==> src/design/hss_pkg.sv <==
package hss_pkg;

   // ************************************************************
   // Register map and field layout
   // ************************************************************
   localparam logic [6:0] HSS_ADDR_SRC_SEL = 7'h08;
   localparam logic [6:0] HSS_ADDR_IRQ_MASK = 7'h09;
   localparam logic [15:0] HSS_SRC_SEL_RESET = 16'h0000;
   localparam logic [8:0] HSS_MASK_RESET = 9'h140;
   localparam int HSS_SRC_W = 4;
   localparam int HSS_NUM_SW = 4;
   localparam int HSS_MASK_W = 9;
   localparam int HSS_BIT_PERIODIC = 8;
   localparam int HSS_BIT_WD_OFF = 7;
   localparam int HSS_BIT_WD_FAIL = 6;
   localparam int HSS_BIT_SER_FAIL = 5;
   localparam int HSS_BIT_BRIDGE = 4;
   localparam int HSS_BIT_SWITCH = 3;
   localparam int HSS_BIT_BUS = 2;
   localparam int HSS_BIT_TEMP = 1;
   localparam int HSS_BIT_SUPPLY = 0;

   // ************************************************************
   // Source-select codes
   // ************************************************************
   localparam logic [3:0] HSS_SRC_OFF = 4'h0;
   localparam logic [3:0] HSS_SRC_ON = 4'h1;
   localparam logic [3:0] HSS_SRC_TIMER_A = 4'h2;
   localparam logic [3:0] HSS_SRC_TIMER_B = 4'h3;
   localparam logic [3:0] HSS_SRC_PWM_A = 4'h4;
   localparam logic [3:0] HSS_SRC_PWM_B = 4'h5;
   localparam logic [3:0] HSS_SRC_PWM_C = 4'h6;
   localparam logic [3:0] HSS_SRC_PWM_D = 4'h7;
   localparam logic [3:0] HSS_SRC_WAKE_SYNC = 4'h8;

   // ************************************************************
   // Interrupt output timing
   // ************************************************************
   localparam int HSS_CLK_PERIOD_NS = 4;
   localparam int HSS_IRQ_PULSE_NS = 1000;
   localparam int HSS_IRQ_PERIOD_NS = 10000;
   localparam logic [11:0] HSS_PULSE_CYC = 12'(HSS_IRQ_PULSE_NS / HSS_CLK_PERIOD_NS);
   localparam logic [11:0] HSS_PERIOD_CYC = 12'(HSS_IRQ_PERIOD_NS / HSS_CLK_PERIOD_NS);
   localparam logic [11:0] HSS_CNT_ONE = 12'h001;
   localparam logic [11:0] HSS_CNT_ZERO = 12'h000;

   typedef enum logic [0:0] {HSS_IRQ_IDLE, HSS_IRQ_PULSE} hss_irq_st_t;

   // Switch drive sources as they arrive from the timers and generators.
   typedef struct packed {
      logic timer_a;
      logic timer_b;
      logic [3:0] pwm_gen;
      logic wake_sync;
      logic wake_sync_role;
   } hss_srcs_t;

   // Status events, one-cycle pulses from the status logic.
   typedef struct packed {
      logic wd_fail_devmode;
      logic frame_fail;
      logic crc_fail;
      logic bridge_driver_summary;
      logic switch_summary;
      logic bus_summary;
      logic temp_summary;
      logic supply_summary;
   } hss_events_t;

   typedef struct packed {
      logic [15:0] src_sel;
      logic [8:0] mask;
      logic [3:0] sw_on;
      hss_irq_st_t irq_st;
      logic [11:0] pulse_cnt;
      logic [11:0] period_cnt;
      logic again;
      logic [15:0] rdata;
   } hss_state_t;

endpackage : hss_pkg

==> src/design/hss_regs.sv <==
`timescale 1ns/1ns
module hss_regs
   import hss_pkg::*;
(
   input wire logic sys_clk_i,
   input wire logic rst_i,
   input wire logic ce_i,
   input wire logic restart_i,
   input wire logic [6:0] reg_addr_i,
   input wire logic reg_wr_i,
   input wire logic reg_rd_i,
   input wire logic [15:0] reg_wdata_i,
   output logic [15:0] reg_rdata_o,
   input wire hss_srcs_t srcs_i,
   input wire hss_events_t events_i,
   input wire logic irq_pending_i,
   input wire logic dev_mode_i,
   output logic [3:0] switch_on_o,
   output logic irq_out_n_o,
   output logic devmode_watchdog_off_o
);

   hss_state_t st;
   hss_state_t next_st;
   logic [3:0] mux_on;
   logic [6:0] ev_en;
   logic ev_hit;
   logic period_hit;

   // ************************************************************
   // Switch source decode, one mux per switch
   // ************************************************************
   genvar g;
   for (g = 0; g < HSS_NUM_SW; g++) begin : g_sw
      hss_src_mux u_mux (
         .code_i(st.src_sel[g*HSS_SRC_W +: HSS_SRC_W]),
         .srcs_i(srcs_i),
         .on_o(mux_on[g])
      );
   end

   // ************************************************************
   // Event gating
   // ************************************************************
   // Each event is gated by its own mask bit; frame and checksum share one.
   assign ev_en[0] = events_i.supply_summary & st.mask[HSS_BIT_SUPPLY];
   assign ev_en[1] = events_i.temp_summary & st.mask[HSS_BIT_TEMP];
   assign ev_en[2] = events_i.bus_summary & st.mask[HSS_BIT_BUS];
   assign ev_en[3] = events_i.switch_summary & st.mask[HSS_BIT_SWITCH];
   assign ev_en[4] = events_i.bridge_driver_summary & st.mask[HSS_BIT_BRIDGE];
   assign ev_en[5] = (events_i.frame_fail | events_i.crc_fail) & st.mask[HSS_BIT_SER_FAIL];
   assign ev_en[6] = events_i.wd_fail_devmode & st.mask[HSS_BIT_WD_FAIL];
   // No memory of earlier status: an event already set still fires.
   assign ev_hit = |ev_en;
   assign period_hit = st.mask[HSS_BIT_PERIODIC] & irq_pending_i & (st.period_cnt == HSS_CNT_ONE);

   // ************************************************************
   // Next-state logic
   // ************************************************************
   always_comb begin
      next_st = st;
      next_st.sw_on = mux_on;
      if (restart_i) begin
         next_st.src_sel = HSS_SRC_SEL_RESET;
      end else if (reg_wr_i && reg_addr_i == HSS_ADDR_SRC_SEL) begin
         next_st.src_sel = reg_wdata_i;
      end
      if (reg_wr_i && reg_addr_i == HSS_ADDR_IRQ_MASK) begin
         next_st.mask = reg_wdata_i[HSS_MASK_W-1:0];
      end
      // Read data is captured so the answer comes from a flip-flop.
      if (reg_rd_i) begin
         if (reg_addr_i == HSS_ADDR_SRC_SEL) begin
            next_st.rdata = st.src_sel;
         end else if (reg_addr_i == HSS_ADDR_IRQ_MASK) begin
            next_st.rdata = {7'h00, st.mask};
         end else begin
            next_st.rdata = 16'h0000;
         end
      end
      // The repeat timer runs only while something is pending and enabled.
      if (!(st.mask[HSS_BIT_PERIODIC] && irq_pending_i) || period_hit) begin
         next_st.period_cnt = HSS_PERIOD_CYC;
      end else begin
         next_st.period_cnt = st.period_cnt - HSS_CNT_ONE;
      end
      unique case (st.irq_st)
         HSS_IRQ_IDLE: begin
            if (ev_hit || period_hit || st.again) begin
               next_st.irq_st = HSS_IRQ_PULSE;
               next_st.pulse_cnt = HSS_PULSE_CYC;
               next_st.again = 1'b0;
            end
         end
         HSS_IRQ_PULSE: begin
            // Events during a pulse are remembered in one flag and share one further pulse.
            if (ev_hit || period_hit) begin
               next_st.again = 1'b1;
            end
            if (st.pulse_cnt == HSS_CNT_ONE) begin
               next_st.irq_st = HSS_IRQ_IDLE;
               next_st.pulse_cnt = HSS_CNT_ZERO;
            end else begin
               next_st.pulse_cnt = st.pulse_cnt - HSS_CNT_ONE;
            end
         end
      endcase
   end

   // ************************************************************
   // State register
   // ************************************************************
   // Clock enable low holds every field, counters and the interrupt pulse included.
   always_ff @(posedge sys_clk_i or posedge rst_i) begin
      if (rst_i) begin
         st <= '0;
         st.src_sel <= HSS_SRC_SEL_RESET;
         st.mask <= HSS_MASK_RESET;
         st.irq_st <= HSS_IRQ_IDLE;
         st.period_cnt <= HSS_PERIOD_CYC;
      end else if (ce_i) begin
         st <= next_st;
      end
   end

   // Outputs other than devmode_watchdog_off_o come straight from the state flops, so they never glitch.
   assign switch_on_o = st.sw_on;
   assign reg_rdata_o = st.rdata;
   assign irq_out_n_o = (st.irq_st != HSS_IRQ_PULSE);
   // Gated here with dev_mode_i, so the watchdog-off request is raised only while in development mode.
   assign devmode_watchdog_off_o = st.mask[HSS_BIT_WD_OFF] & dev_mode_i;
endmodule : hss_regs

==> src/design/hss_src_mux.sv <==
`timescale 1ns/1ns
// Picks the drive level of one switch from its 4-bit source code.
module hss_src_mux
   import hss_pkg::*;
(
   input wire logic [3:0] code_i,
   input wire hss_srcs_t srcs_i,
   output logic on_o
);

   // ************************************************************
   // Source decode
   // ************************************************************
   // Reserved codes fall to the default and keep the switch off.
   always_comb begin
      unique case (code_i)
         HSS_SRC_OFF: on_o = 1'b0;
         HSS_SRC_ON: on_o = 1'b1;
         HSS_SRC_TIMER_A: on_o = srcs_i.timer_a;
         HSS_SRC_TIMER_B: on_o = srcs_i.timer_b;
         HSS_SRC_PWM_A: on_o = srcs_i.pwm_gen[0];
         HSS_SRC_PWM_B: on_o = srcs_i.pwm_gen[1];
         HSS_SRC_PWM_C: on_o = srcs_i.pwm_gen[2];
         HSS_SRC_PWM_D: on_o = srcs_i.pwm_gen[3];
         HSS_SRC_WAKE_SYNC: on_o = srcs_i.wake_sync & srcs_i.wake_sync_role;
         default: on_o = 1'b0;
      endcase
   end

endmodule : hss_src_mux

==> config.mk <==
export PLATFORM = sky130hd
export DESIGN_NAME = hss_regs
export DESIGN_NICKNAME = d
export VERILOG_FILES = /design/src/design/hss_pkg.sv /design/src/design/hss_regs.sv /design/src/design/hss_src_mux.sv
export SDC_FILE = /design/constraint.sdc
export NUM_CORES = 1
export LEC_CHECK = 0
export BUFFER_PORTS_ARGS = -buffer_cell sky130_fd_sc_hd__clkbuf_2
export CORE_ASPECT_RATIO = 2
export CORE_MARGIN = 4
export CORE_UTILIZATION = 40
export DETAILED_ROUTE_END_ITERATION = 16
export GPL_TIMING_DRIVEN = 1
export SETUP_SLACK_MARGIN = 0.4
export SYNTH_ARGS = -nofsm -noshare
export SYNTH_HDL_FRONTEND = slang
export SYNTH_HIERARCHICAL = 1
export SYNTH_SLANG_ARGS = --single-unit
==> constraint.sdc <==
create_clock -name sys_clk_i -period 3.2 [get_ports sys_clk_i]
set_input_delay 0.64 -clock sys_clk_i [delete_from_list [all_inputs] [get_ports sys_clk_i]]
set_output_delay 0.64 -clock sys_clk_i [all_outputs]
set_load 0.01 [all_outputs]
# --- Yosys cells after proc, flatten, opt, wreduce, memory -nomap -nowiden ---
# Cells that the tools add are included.
# W data, S select, Z words.
classes:
  n_addsub: 2
  bitwise_logic: 13
  reduce_logical: 14
  mux: 16
  n_eq_ne: 38
ops:
  columns: ["op", "count"]
  rows:
  - ["$eq A4 B3 Y1 const B", 16]
  - ["$mux W16", 3]
  - ["$eq A4 B2 Y1 const B", 8]
  - ["$pmux W1 S8", 4]
  - ["$pmux W13 S2", 1]
  - ["$eq A12 B1 Y1 const B", 2]
  - ["$mux W12", 2]
  - ["$sub A12 B1 Y12 const B", 2]
  - ["$eq A4 B1 Y1 const B", 4]
  - ["$eq A4 B4 Y1 const B", 4]
  - ["$eq A7 B4 Y1 const B", 2]
  - ["$mux W13", 1]
  - ["$and A1 B1 Y1", 11]
  - ["$mux W9", 1]
  - ["$reduce_and A2 Y1", 4]
  - ["$reduce_or A7 Y1", 1]
  - ["$ne A2 B1 Y1 const B", 2]
  - ["$logic_and A1 B1 Y1", 3]
  - ["$logic_or A1 B1 Y1", 3]
  - ["$mux W1", 3]
  - ["$reduce_and A3 Y1", 1]
  - ["$pmux W1 S2", 1]
  - ["$reduce_bool A2 Y1", 1]
  - ["$logic_not A1 Y1", 1]
  - ["other kinds (2)", 2]
word_totals:
  in_bits: 47
  regBits: 71
  elab_cells: 91

# --- Depth between registers and ports, before layout ---
# Gate-level depths: netlist of run 1.
logic_depth:
  ltp_word: 7
  ltp_mapped: 8

# --- By module ---
# The synthesis of run 1 kept the hierarchy.
by_module_without_submodules:
  columns: ["mod", "area_per_inst_um2", "n_inst", "cells_per_inst"]
  rows:
  - ["hss_regs", 3449.6, 1, 321]
  - ["hss_src_mux", 85.1, 4, 11]

# --- Worst setup path after synthesis of run 1 ---
# No wires, ideal clock.
synth_timing:
  kind: "input-to-reg"
  from: "input port reg_addr_i[3]"
  to: "register st[55] (netlist name)"
  path_stages: 8
  slack_ns: 1.235
  required_time_ns: 3.079
  arrival_time_ns: 1.844
  setup_ns: 0.121
  cell_sequence: "nor2b_1 -> and4b_1 -> buf_2 -> a21oi_1 -> nand2b_1 -> clkbuf_1 -> buf_2 -> a22o_1"
synth_between:
  elab_chain_len: 4
synth_rtl:
  columns: ["element", "line", "rtl"]
  rows:
  - ["start: declaration", "hss_regs.sv:9", "input wire logic [6:0] reg_addr_i,"]
  - ["$eq A7 B4 Y1", "hss_regs.sv:65", "end else if (reg_wr_i && reg_addr_i == HSS_ADDR_SRC_SEL) begin"]
  - ["$logic_and A1 B1 Y1", "hss_regs.sv:65", null]
  - ["$reduce_bool A2 Y1 (no source line)", null, null]
  - ["$reduce_and A2 Y1 (no source line)", null, null]
  - ["end signal: assignment", "hss_regs.sv:122", "st <= next_st;"]
  - ["end: declaration", "hss_regs.sv:23", "hss_state_t st;"]
# Every way passes these cells.
# A chain may end at the register's enable or synchronous reset.

# --- Final worst setup path of run 1 ---
layout_timing:
  from: "input port reg_addr_i[0]"
  to: "register st[65] (netlist name)"
# Same word-level chain as after synthesis.

==> flow_metrics.py, run 1 <==
metrics = {
    "detailed_routing": {
        "route.antenna.remaining_nets": 0,
        "first_pass_iters": 5,
        "routed_wire_length_per_instance_um": 17.07,
        "wirelength_um": 8947,
        "detailedRoute.firstIterationViolations": 216,
        "vias_per_cell": 5.628,
        "drcViolationCount": 0,
        "dr_total_vias": 2949,
    },
    "placement": {
        "post-dp-hpwl_um": 6953,
        "placed_cells": 508,
        "gp_congestion": 0.8329,
        "pre_cts_ws_ns": 0.7383,
        "io_buffers": 68,
    },
    "cts": {
        "cts_tree": "built",
        "clock_tree.buffer_depth": 2,
        "cts_buffers": 9,
        "numClockSinks": 71,
        "clock_insertion_delay_worst_skew_ns": 0.33,
        "h-tree-depth": 3,
        "post_cts_resized": 0,
        "post-cts-setup-buffer-count": 0,
        "cts_root_buffer": "sky130_fd_sc_hd__clkbuf_16",
        "hold_buffers": 0,
        "cts.clk_slew.worst_paths_ns": 0.06,
    },
    "timing": {
        "fin_max_slew_vios": 0,
        "worst_slew_margin_rel_pct": 34.79,
        "finalCriticalPeriod_ns": 2.111,
        "max_clock_freq_mhz": 473.7,
        "report.final.setup_viol": 0,
        "worst_clock_skew_ns": 0.008545,
        "worst_slack_ns": 1.089,
        "fin_hold_ws_ns": 0.3966,
        "timing.final.hold_violations": 0,
        "grt_setup_unrepaired": "false",
        "setup-tns-final_ns": 0,
        "min_period_over_period_pct": 65.98,
        "worst-slew-pin-transition_ns": 0.9692,
    },
    "power_and_ir_drop": {
        "power_uw": 2569,
        "powerDensity_nw_per_um2": 582.6,
        "power.ir.vdd_worst_v": 0.0003159,
        "total_leakage_power_uw": 0.001996,
    },
    "finish": {
        "layout_commonest_cell": "sky130_fd_sc_hd__clkbuf_2",
        "layout.cells.most_common_list": "sky130_fd_sc_hd__clkbuf_2 (68), sky130_fd_sc_hd__dfrtp_1 (64), sky130_fd_sc_hd__nand2_1 (44), sky130_fd_sc_hd__o21ai_0 (22), sky130_fd_sc_hd__a22o_1 (16)",
        "antenna_cells": 0,
        "fin_nets": 466,
        "drive_gt1_share_pct": 29.05,
        "layoutNonFillerInstCount": 524,
        "synthToLayoutAreaGrowth_pct": 16.34,
    },
    "grt": {
        "grt_pass1_vias": 2968,
        "gr-usage-met3_pct": 3.779,
        "global_route.overflow_total": 0,
        "global_route_wire_length_before_repair_um": 14850,
        "grtUsageMet2_pct": 30.55,
        "global_route_track_usage_on_met1_pct": 17.84,
        "grt_max_degree": 41,
        "antenna_found_initial": 0,
        "grt_usage_pct": 16.78,
        "busiest_layer": "met2",
    },
    "critical_path": {
        "timing.critical_path.to_type": "flip-flop",
        "crit_path_start_kind": "input pin",
        "crit_start": "reg_addr_i[0]",
        "reg_to_reg_start": "st[30]",
        "critPathRequiredTime_ns": 3.41,
        "arrival_ns": 2.32,
        "path_max_fanout": 16,
        "worstSetupPathType": "input pin to flip-flop",
    },
    "logic_synthesis": {
        "post_synth_instance_area_um2": 3790,
        "synth.yosys.seq_area_share_pct": 47.11,
        "synth_cell_types": 57,
        "ys_ff_latch": 71,
        "synth_enable_flop_cells": 0,
        "yosysTopAreaCell": "sky130_fd_sc_hd__dfrtp_1",
        "synthArstFlopShare_pct": 100.0,
        "avgSynthCellArea_um2": 10.38,
        "netlist.area_leader.share_pct": 42.26,
        "prevailing_post_synth_register_cell": "sky130_fd_sc_hd__dfrtp_1",
        "netlist_instances": 365,
        "syn-num-nets": 416,
        "synth.top_cells.by_area": "sky130_fd_sc_hd__dfrtp_1 (42%), sky130_fd_sc_hd__dfstp_2 (4.9%), sky130_fd_sc_hd__buf_4 (4.4%), sky130_fd_sc_hd__nand2_1 (4.4%), sky130_fd_sc_hd__mux2_2 (4.2%)",
        "yosysWarningCount": 6,
    },
    "floorplanning": {
        "coreArea_um2": 9321,
        "num_rows": 50,
        "io-pin-count": 69,
        "die_area_um2": 11190,
        "floorplan.initialDensity_pct": 40.66,
        "dieHeight_um": 145.7,
        "die_width_um": 76.83,
    },
    "run": {
        "max-cap-violations": 0,
    },
    "run_status": {
        "status": "completed",
    },
    "min_path": {
        "hold_class": "input pin to async pin",
    },
}
==> Yosys cell counts (4+ instances only) <==
library cell / number
sky130_fd_sc_hd__a2111oi_1: 4
sky130_fd_sc_hd__a21oi_1: 9
sky130_fd_sc_hd__a22o_1: 16
sky130_fd_sc_hd__a31o_1: 5
sky130_fd_sc_hd__a31oi_1: 6
sky130_fd_sc_hd__buf_2: 4
sky130_fd_sc_hd__buf_4: 22
sky130_fd_sc_hd__clkbuf_1: 4
sky130_fd_sc_hd__dfrtp_1: 64
sky130_fd_sc_hd__dfstp_2: 7
sky130_fd_sc_hd__ha_1: 4
sky130_fd_sc_hd__inv_1: 13
sky130_fd_sc_hd__mux2_2: 14
sky130_fd_sc_hd__mux2i_1: 14
sky130_fd_sc_hd__nand2_1: 44
sky130_fd_sc_hd__nand3b_1: 5
sky130_fd_sc_hd__nand4b_1: 4
sky130_fd_sc_hd__nor2_1: 15
sky130_fd_sc_hd__nor2b_1: 6
sky130_fd_sc_hd__nor3_1: 8
sky130_fd_sc_hd__nor3b_2: 5
sky130_fd_sc_hd__o211ai_1: 7
sky130_fd_sc_hd__o21ai_0: 22
sky130_fd_sc_hd__o31ai_1: 11
sky130_fd_sc_hd__xnor2_1: 4
sky130_fd_sc_hd__xor2_1: 4
==> where the power goes <==
group	internal [µW]	switching, µW
Clock	707	386
Combinational	166	220
Sequential	983	107
==> routing by layer <==
metal | share of wire, % | vias to the layer above
met5 | 0 | -
met4 | 3.2 | 0
met3 | 3.7 | 21
met2 | 54 | 80
met1 | 39 | 1425
li1 | - | 1423
==> worst max-delay path: stages <==
cell                       delay (ns)
sky130_fd_sc_hd__clkbuf_2        0.23
sky130_fd_sc_hd__and4b_1         0.50
sky130_fd_sc_hd__a21oi_1         0.12
sky130_fd_sc_hd__nand2b_1        0.46
sky130_fd_sc_hd__a22o_1          0.37
==> metrics by stage <==
step / cell area, µm² / utilization, %
5_1_grt: 4409 / 47.30
2_1_floorplan: 3790 / -
3_5_place_dp: 4078 / 43.75
4_1_cts: 4409 / 47.30
3_3_place_gp: 4078 / 43.75
6_report: 4409 / 47.30
==> final timing paths <==
kind                               end  slack [ns]  cells after the start
worst max-delay path            st[65]        1.09                      5
worst min register to register  st[40]        0.48                      1
min in group sys_clk_i          st[40]        0.48                      1
max in group asynchronous       st[54]        2.10                      3
worst max register to register  st[39]        1.16                      7
worst min-delay path            st[47]        0.40                      2
==> sequential cells by signal (all words and copies together) (netlist names) <==
name,count
switch_on_o,4
reg_rdata_o,16
st,51
==> cell type report <==
cell class / count / area [µm²]
fillers: 846 / 4912
flip-flops and latches: 71 / 1785
inverters: 13 / 48.80
multi-input cells: 249 / 1738
well taps: 104 / 130.1
clock inverters: 6 / 92.59
clock buffers: 10 / 239.0
repair buffers: 71 / 375.4
==> logic make-up after synthesis <==
| family | count (synthesis) | share of synthesized area, % |
|---|---|---|
| compound gates | 92 | 17.10 |
| mux | 28 | 7.857 |
| buf+inv | 45 | 7.032 |
| simple gates | 117 | 17.73 |
| flops | 71 | 47.11 |
| xor+xnor | 8 | 1.849 |
| fa+ha+maj | 4 | 1.321 |
Power figures use the tool's default switching activity.
==> inputs of run 2 (changes only) <==
==> constraint.sdc (replaced) <==
create_clock -name sys_clk_i -period 1.9 [get_ports sys_clk_i]
set_input_delay 0.38 -clock sys_clk_i [delete_from_list [all_inputs] [get_ports sys_clk_i]]
set_output_delay 0.38 -clock sys_clk_i [all_outputs]
set_load 0.01 [all_outputs]
==> run 2 against run 1 <==
  * Global-route usage up 1.6 points
  * Worst setup slack worse by 1.1 ns
  * Combinational power rose to 3.2 times the previous value
  * Die area unchanged
  * Hold slack worse by 0.27 ns
  * Via count up 8.7%
  * Clock-buffer cell count down 1
  * Largest cell class is now multi-input combinational cells
  * Largest power group is now the clock network
==> flow_metrics.py, run 2 (synthesis results as in run 1) <==
metrics = {
    "placement": {
        "io_buffers": 68,
        "placed_cell_area_um2": 4288,
        "placed_cells": 526,
        "post-dp-hpwl_um": 7245,
        "gp_congestion": 0.8608,
    },
    "timing": {
        "report.final.setup_viol": 0,
        "fin_hold_ws_ns": 0.1282,
        "max_clock_freq_mhz": 536.3,
        "finalCriticalPeriod_ns": 1.865,
        "min_period_over_period_pct": 98.15,
        "grt_setup_unrepaired": "true",
        "worst_slew_margin_rel_pct": 74.83,
        "worst-slew-pin-transition_ns": 0.3776,
        "worst_clock_skew_ns": 0.008169,
        "timing.final.hold_violations": 0,
        "fin_max_slew_vios": 0,
    },
    "detailed_routing": {
        "first_pass_iters": 4,
        "wirelength_um": 10450,
        "routed_wire_length_per_instance_um": 18.52,
        "dr_total_vias": 3205,
        "detailedRoute.firstIterationViolations": 211,
        "drcViolationCount": 0,
        "route.antenna.remaining_nets": 0,
        "vias_per_cell": 5.683,
    },
    "critical_path": {
        "cp_slowest_stage_delay_ns": 0.50,
        "path_max_fanout": 3,
        "crit_path_start_kind": "flip-flop",
        "timing.critical_path.to_type": "flip-flop",
        "crit_start": "st[30]",
        "reg_to_reg_start": "st[30]",
        "critPathRequiredTime_ns": 2.12,
        "crit_path_cell_trace": "inv_2 > ha_4 > or4b_4 > o31ai_4 > buf_4 > buf_6 > mux2i_1",
        "crit_buf_inv": 3,
        "arrival_ns": 2.08,
        "worstSetupPathType": "flip-flop to flip-flop",
        "path_delay_family": "simple AND/OR/NAND/NOR gates",
        "critical_path.slowest_cell": "sky130_fd_sc_hd__or4b_4",
    },
    "cts": {
        "cts.clk_slew.worst_paths_ns": 0.06,
        "h-tree-depth": 3,
        "clock_insertion_delay_worst_skew_ns": 0.34,
        "cts_buffers": 9,
        "clock_tree.buffer_depth": 2,
        "cts_root_buffer": "sky130_fd_sc_hd__clkbuf_16",
        "numClockSinks": 71,
        "cts_tree": "built",
        "hold_buffers": 0,
    },
    "power_and_ir_drop": {
        "powerDensity_nw_per_um2": 959.9,
        "total_leakage_power_uw": 0.002274,
        "power.ir.vdd_worst_v": 0.0005284,
        "power_uw": 4916,
    },
    "floorplanning": {
        "floorplan.initialDensity_pct": 40.66,
        "dieHeight_um": 145.7,
        "die_width_um": 76.83,
        "num_rows": 50,
        "io-pin-count": 69,
        "coreArea_um2": 9321,
        "die_area_um2": 11190,
    },
    "min_path": {
        "hold_class": "input pin to async pin",
    },
    "grt": {
        "grt_pass1_vias": 3247,
        "grt_usage_pct": 18.34,
        "grt_max_degree": 72,
        "antenna_found_initial": 0,
        "global_route.overflow_total": 0,
        "global_route_wire_length_before_repair_um": 16050,
    },
    "finish": {
        "fillCellCount": 808,
        "largest-register": "st",
        "flip_flop_count_of_the_largest_register_after_layout": 51,
        "stdcell_area_um2": 5121,
        "antenna_cells": 0,
        "synthToLayoutAreaGrowth_pct": 35.13,
        "drive_gt1_share_pct": 48.04,
        "finalCoreUtilization_pct": 54.94,
        "fin_nets": 506,
        "layoutNonFillerInstCount": 564,
        "layout_commonest_cell": "sky130_fd_sc_hd__clkbuf_2",
        "layout.cells.most_common_list": "sky130_fd_sc_hd__clkbuf_2 (68), sky130_fd_sc_hd__dfrtp_1 (60), sky130_fd_sc_hd__nand2_1 (38), sky130_fd_sc_hd__buf_4 (30), sky130_fd_sc_hd__o21ai_0 (18)",
    },
    "run": {
        "max-cap-violations": 0,
    },
    "run_status": {
        "status": "completed",
    },
}
==> run 2: changes by cell type in the layout (fill, tap and decap cells not counted), moves of 5 or more <==
cell	before	now
sky130_fd_sc_hd__a21oi_1	9	4
sky130_fd_sc_hd__a21oi_2	0	5
sky130_fd_sc_hd__buf_4	2	30
sky130_fd_sc_hd__buf_6	0	9
sky130_fd_sc_hd__inv_1	12	7
sky130_fd_sc_hd__nand2_1	44	38
sky130_fd_sc_hd__nand2_2	0	5
sky130_fd_sc_hd__nor2_1	15	8
==> run 2: layout make-up <==
type	count	area, µm²	share of cell area [%]
clock buffers	9	225.2	4.398
clock inverters	7	101.3	1.979
inverters	13	55.05	1.075
multi-input cells	249	2067	40.36
flip-flops and latches	71	1790	34.96
well taps	104	130.1	2.541
repair buffers	111	752.0	14.68
==> run 2: final timing paths <==
kind                                  endpoint  slack (ns)  depth (start not counted)
worst max-delay path                    st[29]        0.04                          7
worst max register to register          st[29]        0.04                          7
worst min register to register  reg_rdata_o[8]        0.47                          2
worst min-delay path                    st[31]        0.13                          3
max in group asynchronous               st[23]        1.44                          3
min in group sys_clk_i                  st[67]        0.26                          2
==> run 2: per-layer routing <==
layer / up-vias / track usage [%] / share of wire, % / wire length (µm)
met2: 85 / 34.66 / 57 / 5962
li1: 1507 / - / - / -
met3: 29 / 3.965 / 3.8 / 393
met4: 0 / 8.984 / 3.3 / 341
met1: 1584 / 18.43 / 36 / 3750
met5: - / 0 / 0 / 0
==> run 2: power by group <==
part / internal [µW] / switching, µW / total (µW)
clock: 1160 / 701 / 1860
combinational: 586 / 640 / 1230
sequential: 1660 / 167 / 1830
==> run 2: through the flow <==
stage / setup TNS (ns) / setup slack [ns]
2_1_floorplan: 0 / 0.1423
3_3_place_gp: -0.02831 / -0.02636
3_5_place_dp: -0.2475 / -0.05000
4_1_cts: 0 / 0.09047
5_1_grt: -0.2622 / -0.06201
6_report: 0 / 0.03522
==> run 2: timing repair <==
item / CTS / global route
setup buffers: 14 / 7
resized for setup: 40 / 42
setup endpoints to repair: 24 / 44
pin swaps: 19 / 18
cloned: 0 / 1
==> run 2: worst reg2reg max path, cell delays in order, from the launching register on <==
cell and delay, ns:
sky130_fd_sc_hd__dfrtp_1 0.39, sky130_fd_sc_hd__inv_2 0.08, sky130_fd_sc_hd__ha_4 0.12, sky130_fd_sc_hd__or4b_4 0.50, sky130_fd_sc_hd__o31ai_4 0.35, sky130_fd_sc_hd__buf_4 0.17, sky130_fd_sc_hd__buf_6 0.08, sky130_fd_sc_hd__mux2i_1 0.06
